==> src/rtl/aslis_pkg.sv <==
/*
 Package for the four-axis soft limit and interrupt cause block: register map,
 cause bit positions, reset values.
 Assumes an APB slave with 32-bit data, one aligned word per register.
*/
package aslis_pkg;
   localparam int NUM_AXES = 4;
   localparam int POS_W    = 32;
   localparam int ADDR_W   = 12;

   // per-axis register block: base = axis * AXIS_STRIDE
   localparam logic [ADDR_W-1:0] AXIS_STRIDE    = 12'h040;
   localparam logic [ADDR_W-1:0] OFF_POS_LIMIT  = 12'h000;
   localparam logic [ADDR_W-1:0] OFF_NEG_LIMIT  = 12'h004;
   localparam logic [ADDR_W-1:0] OFF_LIMIT_CTRL = 12'h008;
   localparam logic [ADDR_W-1:0] OFF_EVT_CAUSE  = 12'h00C;
   localparam logic [ADDR_W-1:0] OFF_EVT_MASK   = 12'h010;
   localparam logic [ADDR_W-1:0] OFF_FLT_CAUSE  = 12'h014;
   localparam logic [ADDR_W-1:0] OFF_GLOBAL     = 12'h100;
   localparam logic [ADDR_W-1:0] OFF_IRQ_STAT   = 12'h104;

   // limit control fields
   localparam int CTRL_ENABLE_BIT = 0;
   localparam int CTRL_DECEL_BIT  = 1;

   // implemented cause bits
   localparam logic [31:0] EVT_VALID_MASK = 32'h0005DCF7;
   localparam logic [31:0] FLT_VALID_MASK = 32'h0003F7EB;
   localparam logic [31:0] EVT_AXIS01_ONLY = 32'h00001000;
   localparam logic [31:0] EVT_AXIS23_ONLY = 32'h00004000;

   localparam int FLT_POS_SOFT = 0;
   localparam int FLT_NEG_SOFT = 1;

   localparam logic [31:0] RST_CAUSE = 32'h00000000;
   localparam logic [31:0] RST_MASK  = 32'h00000000;
   localparam logic [31:0] RST_LIMIT = 32'h00000000;
endpackage

==> src/rtl/aslis_core.sv <==
/*
 Soft limit comparators and interrupt cause collection for four axes,
 with APB register access and one level interrupt output.
 Assumes command positions and cause strobes are synchronous to core_clk.
*/
// The APB interface to the registers and the address map were left to the implementer.
//Contract
// - each axis has positive and negative limit compare on command position only
// - reaching an enabled limit stops the axis, immediate or decelerating
// - host loads limit values and enables checking separately; stops only while enabled
// - limit values are positions relative to command counter zero
// - global enable decides whether any interrupt request is raised
// - per-axis event and fault cause words, both readable
// - each event cause bit individually enabled by host mask
// - every fault cause requests interrupt, unmaskable, under global enable
// - event bits 0,1,2,4-7 normal motion events
// - event bits 10,11,12 out-of-step, general compare, trigger on axes 0-1
// - event bits 14 latch on axes 2-3, 15 home, 16 slowdown, 18 sync start
// - fault bits 0,1 soft limits, bit 3 general comparator stop
// - fault bits 5,6 end limits, bit 7 servo alarm
// - fault bits 8 sync stop, 9 emergency, 10 slowdown stop
// - fault bits 12,13,14 interpolation error, partner stop, pulser overflow
// - fault bits 15,16,17 interpolation overflow, encoder error, pulser error
`timescale 1ns/1ps
module aslis_core #(
   parameter int NUM_AXES = aslis_pkg::NUM_AXES
)(
   input  wire logic                          core_clk,
   input  wire logic                          nrst,
   input  wire logic                          psel,
   input  wire logic                          penable,
   input  wire logic                          pwrite,
   input  wire logic [aslis_pkg::ADDR_W-1:0]  paddr,
   input  wire logic [31:0]                   pwdata,
   input  wire logic [3:0]                    pstrb,
   output logic      [31:0]                   prdata,
   output logic                               pready,
   output logic                               pslverr,
   input  wire logic [NUM_AXES*32-1:0]        cmdPosition,
   input  wire logic [NUM_AXES*32-1:0]        eventStrobe,
   input  wire logic [NUM_AXES*32-1:0]        faultStrobe,
   output logic      [NUM_AXES-1:0]           stopNow,
   output logic      [NUM_AXES-1:0]           stopDecel,
   output logic                               irq
);
   initial
   begin
      if (NUM_AXES < 1 || NUM_AXES > 4)
         $error("NUM_AXES must be 1 to 4");
   end

   logic [31:0] posLimit   [NUM_AXES];
   logic [31:0] negLimit   [NUM_AXES];
   logic [1:0]  limitCtrl  [NUM_AXES];
   logic [31:0] eventCause [NUM_AXES];
   logic [31:0] eventMask  [NUM_AXES];
   logic [31:0] faultCause [NUM_AXES];
   logic        global_irq_enable;
   logic [31:0] next_prdata;
   logic        next_pslverr;
   logic [NUM_AXES-1:0] axisIrq;
   logic [NUM_AXES-1:0] posHit;
   logic [NUM_AXES-1:0] negHit;

   wire logic access = psel && penable;
   wire logic wrAcc  = access && pwrite;
   wire logic rdAcc  = access && !pwrite;

   // axis index of an address, or NUM_AXES when outside the axis blocks
   function automatic int axisOf(input logic [aslis_pkg::ADDR_W-1:0] a);
      int idx;
      idx = int'(a[aslis_pkg::ADDR_W-1:6]);
      if (idx < NUM_AXES)
         return idx;
      return NUM_AXES;
   endfunction

   function automatic logic [31:0] strobeMerge(input logic [31:0] old, input logic [31:0] d,
                                               input logic [3:0] s);
      logic [31:0] r;
      r = old;
      for (int b = 0; b < 4; b++)
         if (s[b])
            r[b*8 +: 8] = d[b*8 +: 8];
      return r;
   endfunction

   function automatic logic [31:0] evtValid(input int ax);
      logic [31:0] m;
      m = aslis_pkg::EVT_VALID_MASK;
      if (ax > 1)
         m = m & ~aslis_pkg::EVT_AXIS01_ONLY;
      if (ax < 2)
         m = m & ~aslis_pkg::EVT_AXIS23_ONLY;
      return m;
   endfunction

   assign pready = 1'b1;

   genvar g;
   generate
      for (g = 0; g < NUM_AXES; g++)
      begin : gAxis
         logic [31:0] pos;
         logic        selAxis;
         logic [5:0]  off;
         logic [31:0] next_posLimit;
         logic [31:0] next_negLimit;
         logic [1:0]  next_limitCtrl;
         logic [31:0] next_eventCause;
         logic [31:0] next_eventMask;
         logic [31:0] next_faultCause;
         logic        next_stopNow;
         logic        next_stopDecel;
         logic        rdEvt;
         logic        rdFlt;

         assign pos     = cmdPosition[g*32 +: 32];
         assign selAxis = (axisOf(paddr) == g);
         assign off     = paddr[5:0];
         assign rdEvt   = rdAcc && selAxis && off == aslis_pkg::OFF_EVT_CAUSE[5:0];
         assign rdFlt   = rdAcc && selAxis && off == aslis_pkg::OFF_FLT_CAUSE[5:0];

         // signed compare, both limits share the command counter zero
         assign posHit[g] = limitCtrl[g][aslis_pkg::CTRL_ENABLE_BIT]
                            && $signed(pos) >= $signed(posLimit[g]);
         assign negHit[g] = limitCtrl[g][aslis_pkg::CTRL_ENABLE_BIT]
                            && $signed(pos) <= $signed(negLimit[g]);

         always_comb
         begin
            next_posLimit   = posLimit[g];
            next_negLimit   = negLimit[g];
            next_limitCtrl  = limitCtrl[g];
            next_eventMask  = eventMask[g];
            if (wrAcc && selAxis)
            begin
               case (off)
                  aslis_pkg::OFF_POS_LIMIT[5:0]:  next_posLimit = strobeMerge(posLimit[g], pwdata, pstrb);
                  aslis_pkg::OFF_NEG_LIMIT[5:0]:  next_negLimit = strobeMerge(negLimit[g], pwdata, pstrb);
                  aslis_pkg::OFF_LIMIT_CTRL[5:0]: if (pstrb[0]) next_limitCtrl = pwdata[1:0];
                  aslis_pkg::OFF_EVT_MASK[5:0]:
                     next_eventMask = strobeMerge(eventMask[g], pwdata, pstrb) & evtValid(g);
                  default: ;
               endcase
            end
            // read clears, a new event in the same cycle survives
            next_eventCause = (rdEvt ? 32'h00000000 : eventCause[g])
                              | (eventStrobe[g*32 +: 32] & evtValid(g));
            next_faultCause = (rdFlt ? 32'h00000000 : faultCause[g])
                              | (faultStrobe[g*32 +: 32] & aslis_pkg::FLT_VALID_MASK);
            next_faultCause[aslis_pkg::FLT_POS_SOFT] = next_faultCause[aslis_pkg::FLT_POS_SOFT] | posHit[g];
            next_faultCause[aslis_pkg::FLT_NEG_SOFT] = next_faultCause[aslis_pkg::FLT_NEG_SOFT] | negHit[g];
            // handled through FLT_VALID_MASK
            // soft limit behaves like end limit: immediate or decelerate
            next_stopNow   = (posHit[g] || negHit[g]) && !limitCtrl[g][aslis_pkg::CTRL_DECEL_BIT];
            next_stopDecel = (posHit[g] || negHit[g]) &&  limitCtrl[g][aslis_pkg::CTRL_DECEL_BIT];
         end

         always_ff @(posedge core_clk or negedge nrst)
         begin
            if (!nrst)
            begin
               posLimit[g]   <= aslis_pkg::RST_LIMIT;
               negLimit[g]   <= aslis_pkg::RST_LIMIT;
               limitCtrl[g]  <= 2'h0;
               eventCause[g] <= aslis_pkg::RST_CAUSE;
               eventMask[g]  <= aslis_pkg::RST_MASK;
               faultCause[g] <= aslis_pkg::RST_CAUSE;
               stopNow[g]    <= 1'b0;
               stopDecel[g]  <= 1'b0;
            end
            else
            begin
               posLimit[g]   <= next_posLimit;
               negLimit[g]   <= next_negLimit;
               limitCtrl[g]  <= next_limitCtrl;
               eventCause[g] <= next_eventCause;
               eventMask[g]  <= next_eventMask;
               faultCause[g] <= next_faultCause;
               stopNow[g]    <= next_stopNow;
               stopDecel[g]  <= next_stopDecel;
            end
         end

         // fault bits are never masked
         assign axisIrq[g] = |(eventCause[g] & eventMask[g]) || |faultCause[g];
      end
   endgenerate

   logic next_global;
   always_comb
   begin
      next_global = global_irq_enable;
      if (wrAcc && paddr == aslis_pkg::OFF_GLOBAL && pstrb[0])
         next_global = pwdata[0];
   end

   always_comb
   begin
      int ax;
      ax = axisOf(paddr);
      next_prdata  = 32'h00000000;
      next_pslverr = 1'b0;
      if (ax < NUM_AXES)
      begin
         case (paddr[5:0])
            aslis_pkg::OFF_POS_LIMIT[5:0]:  next_prdata = posLimit[ax];
            aslis_pkg::OFF_NEG_LIMIT[5:0]:  next_prdata = negLimit[ax];
            aslis_pkg::OFF_LIMIT_CTRL[5:0]: next_prdata = {30'h00000000, limitCtrl[ax]};
            aslis_pkg::OFF_EVT_CAUSE[5:0]:  next_prdata = eventCause[ax];
            aslis_pkg::OFF_EVT_MASK[5:0]:   next_prdata = eventMask[ax];
            aslis_pkg::OFF_FLT_CAUSE[5:0]:  next_prdata = faultCause[ax];
            default:                        next_pslverr = 1'b1;
         endcase
      end
      else if (paddr == aslis_pkg::OFF_GLOBAL)
         next_prdata = {31'h00000000, global_irq_enable};
      else if (paddr == aslis_pkg::OFF_IRQ_STAT)
         next_prdata = {{(32-NUM_AXES){1'b0}}, axisIrq};
      else
         next_pslverr = 1'b1;
   end

   // read data is combinational off registers, valid in the access phase
   assign prdata  = access ? next_prdata : 32'h00000000;
   assign pslverr = access && next_pslverr;

   always_ff @(posedge core_clk or negedge nrst)
   begin
      if (!nrst)
      begin
         global_irq_enable <= 1'b0;
         irq               <= 1'b0;
      end
      else
      begin
         global_irq_enable <= next_global;
         irq               <= global_irq_enable && |axisIrq;
      end
   end

   // assertions
   property p_softStop;
      @(posedge core_clk) disable iff (!nrst)
      (posHit[0] || negHit[0]) |=> (stopNow[0] || stopDecel[0]);
   endproperty
   a_softStop: assert property (p_softStop) else $error("limit hit without stop");

   property p_noStopDisabled;
      @(posedge core_clk) disable iff (!nrst)
      !limitCtrl[0][aslis_pkg::CTRL_ENABLE_BIT] |=> !(stopNow[0] || stopDecel[0]);
   endproperty
   a_noStopDisabled: assert property (p_noStopDisabled) else $error("stop while checking off");

   property p_posFault;
      @(posedge core_clk) disable iff (!nrst)
      posHit[0] |=> faultCause[0][aslis_pkg::FLT_POS_SOFT];
   endproperty
   a_posFault: assert property (p_posFault) else $error("positive limit fault not recorded");

   property p_globalGate;
      @(posedge core_clk) disable iff (!nrst)
      !global_irq_enable |=> !irq;
   endproperty
   a_globalGate: assert property (p_globalGate) else $error("irq without global enable");

   property p_faultIrq;
      @(posedge core_clk) disable iff (!nrst)
      (global_irq_enable && |faultCause[0]) |=> irq;
   endproperty
   a_faultIrq: assert property (p_faultIrq) else $error("fault did not raise irq");

   property p_maskedEvt;
      @(posedge core_clk) disable iff (!nrst)
      (axisIrq == '0) |=> !irq;
   endproperty
   a_maskedEvt: assert property (p_maskedEvt) else $error("irq with no enabled cause");

   property p_reserved;
      @(posedge core_clk) disable iff (!nrst)
      ((eventCause[0] & ~aslis_pkg::EVT_VALID_MASK) == '0) && ((faultCause[0] & ~aslis_pkg::FLT_VALID_MASK) == '0);
   endproperty
   a_reserved: assert property (p_reserved) else $error("reserved cause bit set");

   property p_sticky;
      @(posedge core_clk) disable iff (!nrst)
      (eventCause[0][0] && !(rdAcc && paddr == aslis_pkg::OFF_EVT_CAUSE)) |=> eventCause[0][0];
   endproperty
   a_sticky: assert property (p_sticky) else $error("event bit lost without read");

   property p_readClear;
      @(posedge core_clk) disable iff (!nrst)
      (rdAcc && paddr == aslis_pkg::OFF_EVT_CAUSE && eventStrobe[0] == 1'b0) |=> !eventCause[0][0];
   endproperty
   a_readClear: assert property (p_readClear) else $error("read did not clear event bit");
endmodule

==> config.mk <==
export PLATFORM = sky130hd
export DESIGN_NAME = aslis_core
export DESIGN_NICKNAME = d
export VERILOG_FILES = /design/src/rtl/aslis_pkg.sv /design/src/rtl/aslis_core.sv
export SDC_FILE = /design/constraint.sdc
export NUM_CORES = 1
export LEC_CHECK = 0
export ABC_AREA = 1
export BUFFER_PORTS_ARGS = -buffer_cell sky130_fd_sc_hd__buf_2
export CAP_MARGIN = 40
export CORE_ASPECT_RATIO = 1.1
export CORE_MARGIN = 2
export CORE_UTILIZATION = 35
export CTS_BUF_LIST = sky130_fd_sc_hd__clkbuf_16
export CTS_CLUSTER_DIAMETER = 150
export DETAILED_ROUTE_END_ITERATION = 8
export GPL_TIMING_DRIVEN = 0
export HOLD_SLACK_MARGIN = 0.02
export PLACE_DENSITY_LB_ADDON = 0.1
export SYNTH_ARGS = -nofsm -noshare
export SYNTH_HDL_FRONTEND = slang
export SYNTH_SLANG_ARGS = --single-unit
==> constraint.sdc <==
create_clock -name core_clk -period 3.7 [get_ports core_clk]
set_input_delay 0.555 -clock core_clk [delete_from_list [all_inputs] [get_ports core_clk]]
set_output_delay 0.555 -clock core_clk [all_outputs]
set_load 0.03 [all_outputs]
==> results.tsv <==
stage	metric	value	unit
outcome	status	finished, violations left	
outcome	violated checks	setup timing	
die	Core Rows	107	
die	die width	269.2	um
logic_synthesis	synthesized area	0.02709	mm2
clock_network	clk_lat worst skew	0.65	ns
drt	Remaining DRCs	0	
worst_setup_path	Crit path required time	3.14	ns
drt	Iter 0 DRT Violations	2076	
finish	share of post-route cells with drive strength above 1	0.1395	
drt	final WL	119400	um
drt	post-route ant nets	0	
placed_design	gpl congestion	0.9332	
grt	vias in the first global route	25080	
die	core area	0.07698	mm2
clock_network	CTS tree	done	
logic_synthesis	asr flop ratio synth	1.000	
die	overall die height	295.8	um
timing	fmax	0.2663	GHz
grt	global router's overall resource usage	0.2960	
grt	largest net degree at the start of global routing	113	
timing	minimum clock period	3.755	ns
die	area of the die	0.07963	mm2
logic_synthesis	Net Count, Synth	4201	
timing	Slew HR	0.3344	
logic_synthesis	Post-Syn Area per Cell	7.721	um2
worst_setup_path	worst setup path class	in2out	
drt	DR pass1 iterations	5	
worst_setup_path	crit end category	primary output	
timing	fin crit share	1.015	
timing	final hold vios	0	
logic_synthesis	most frequent cells after synthesis	nand2_1, inv_1, dfrtp_1	
placed_design	Placed Cells incl. Taps	4886	
worst_setup_path	Arrival @ worst endpoint	3.20	ns
power	power per cell area	349.0	mW/mm2
placed_design	worst slack, placed	-0.1610	ns
timing	final worst setup slack	-0.05489	ns
timing	Setup Viol. Count Final	2	
timing	hold_ws	0.09579	ns
clock_network	Worst-path clk slew	0.06	ns
power	Total Power	11.19	mW
power	total leakage power	15.96	nW
worst_setup_path	Max FO, Critical Path	9	
finish	Finished Layout Cells	4986	
min_path	Min-Delay Path Class	in2reg	
clock_network	deepest clock path buffer count	3	
die	Ports	480	
finish	area grow syn2layout	18.44	%
grt	total grt overflow	0	
logic_synthesis	Netlist cell types	41	
logic_synthesis	Synth Flop Type	dfrtp_1	
logic_synthesis	leading area contributor after synthesis	dfrtp_1	
grt	first-pass GRT wire length	170800	um
logic_synthesis	top-count cell post-synth	nand2_1	
logic_synthesis	Post-synth EDFFs	0	
clock_network	Root Buffer Master	clkbuf_16	
logic_synthesis	Synth top area share	0.4047	
timing	setup TNS	-0.07398	ns
grt	initial antenna violation count	4	
timing	worst slew pin tran	0.9984	ns
logic_synthesis	flops & latches, synth	438	
drt	Vias	25610	
clock_network	Post-CTS Setup Inserts	0	
timing	clock skew	0.04220	ns
logic_synthesis	top cells by area, synth	dfrtp_1, nand2_1, ha_1	
logic_synthesis	YS warnings	0	
clock_network	clock buffers created by TritonCTS	55	
placed_design	hpwl dp	95650	um
die	Starting Density	0.3519	
drt	Vias per Instance	5.137	
drt	Routed wire per std cell	23.95	um
run	Max-cap violations	0	
timing	Slew Viols, Final	0	
placed_design	port bufs	328	
power	Worst IR Drop VDD	331.5	uV
timing	RSZ-0062 raised after global routing	false	
finish	nets	4602	
worst_setup_path	Worst Setup Start Kind	primary input	
clock_network	CTS sink count	438	
logic_synthesis	Syn Inst Count	3508	
clock_network	CTS H-Tree Depth	2	
logic_synthesis	Seq/Total Area, Yosys	0.4047	
==> cell usage in the layout, fill, tap and decap left out, types with 96 or more instances in the layout <==
cell and n:
dfrtp_1 438, o21ai_1 169, buf_2 378, a21oi_1 156
nor2_1 96, inv_1 581, ha_1 256, o21bai_1 101
nand2_1 1052, o21ai_0 217
==> worst max-delay path: stages <==
cell and delay, ns:
buf_2 0.10, nor2_2 0.13, nand2_2 0.17, nor2_8 0.18
nand2_4 0.14, clkbuf_1 0.37, o21ai_0 0.47, o21ai_0 0.22
nand4_1 0.15, nor2_1 0.06, nor2_1 0.34, buf_2 0.28
==> cell type report <==
| type | instances | area, um2 |
|---|---|---|
| fillers | 8198 | 44900 |
| multi-input cells | 2368 | 13410 |
| flip-flops and latches | 438 | 10960 |
| inverters | 582 | 2186 |
| repair buffers | 344 | 1911 |
| clock buffers | 56 | 1401 |
| well taps | 1035 | 1295 |
| plain buffers | 120 | 564.3 |
| clock inverters | 41 | 351.6 |
| diodes | 2 | 5.005 |
==> registers in the layout, summed over array words and instances, names as in the netlist <==
register	count
irq	1
posLimit	128
stopNow	4
eventCause	52
global_irq_enable	1
negLimit	128
stopDecel	4
limitCtrl	8
eventMask	52
faultCause	60
==> per-stage QoR <==
stage | instance area [um2] | util
2_1_floorplan | 27090 | -
3_3_place_gp | 30020 | 0.3900
3_5_place_dp | 30280 | 0.3934
4_1_cts | 32060 | 0.4165
5_1_grt | 32080 | 0.4167
6_report | 32080 | 0.4167
==> cells by family (layout without fill, tap and decap cells) <==
logic type | Yosys count | in the layout | synth area share
other | 1 | 3 | 0.0001384
buffers and inverters | 702 | 1143 | 0.1013
AND/OR/NAND/NOR | 1326 | 1326 | 0.2040
AO/OA/AOI/OAI | 773 | 773 | 0.1672
multiplexers | 12 | 12 | 0.004435
adder cells (fa/ha/maj) | 256 | 256 | 0.1183
flip-flops | 438 | 438 | 0.4047
==> path summary, 6_finish.rpt <==
check                                         startpoint                        end  slack [ns]  cells past startpoint
worst max-delay path                           paddr[11]                 prdata[12]       -0.05                     12
worst min-delay path                     faultStrobe[72]   faultCause[40]$_DFF_PN0_         0.1                      2
worst max register to register  negLimit[63]$_DFFE_PN0P_     stopDecel[2]$_DFF_PN0_        0.53                     12
worst min register to register  limitCtrl[7]$_DFFE_PN0P_       stopNow[0]$_DFF_PN0_        0.42                      1
max in group asynchronous                           nrst  faultCause[104]$_DFF_PN0_        1.59                      5
min in group asynchronous                           nrst  posLimit[118]$_DFFE_PN0P_        0.32                      2
==> metal layers <==
metal  global-route usage  wire length [um]
met5                    0                26
met4               0.1323              5868
met3              0.04648              7708
met2               0.5003             56180
met1               0.3744             49610
==> power breakdown <==
group / internal, mW / switching (mW) / total [mW]
Clock: 3.08 / 2.31 / 5.39
Sequential: 4.79 / 0.00309 / 4.80
Combinational: 0.337 / 0.668 / 1.01
==> repair_timing <==
action,4_1_cts,5_1_grt
hold endpoints to repair,4,0
pin swaps,0,0
hold buffers,1,0
resized for setup,7,5
setup endpoints to repair,10,12
No activity file was read; power rests on OpenSTA's default activity.
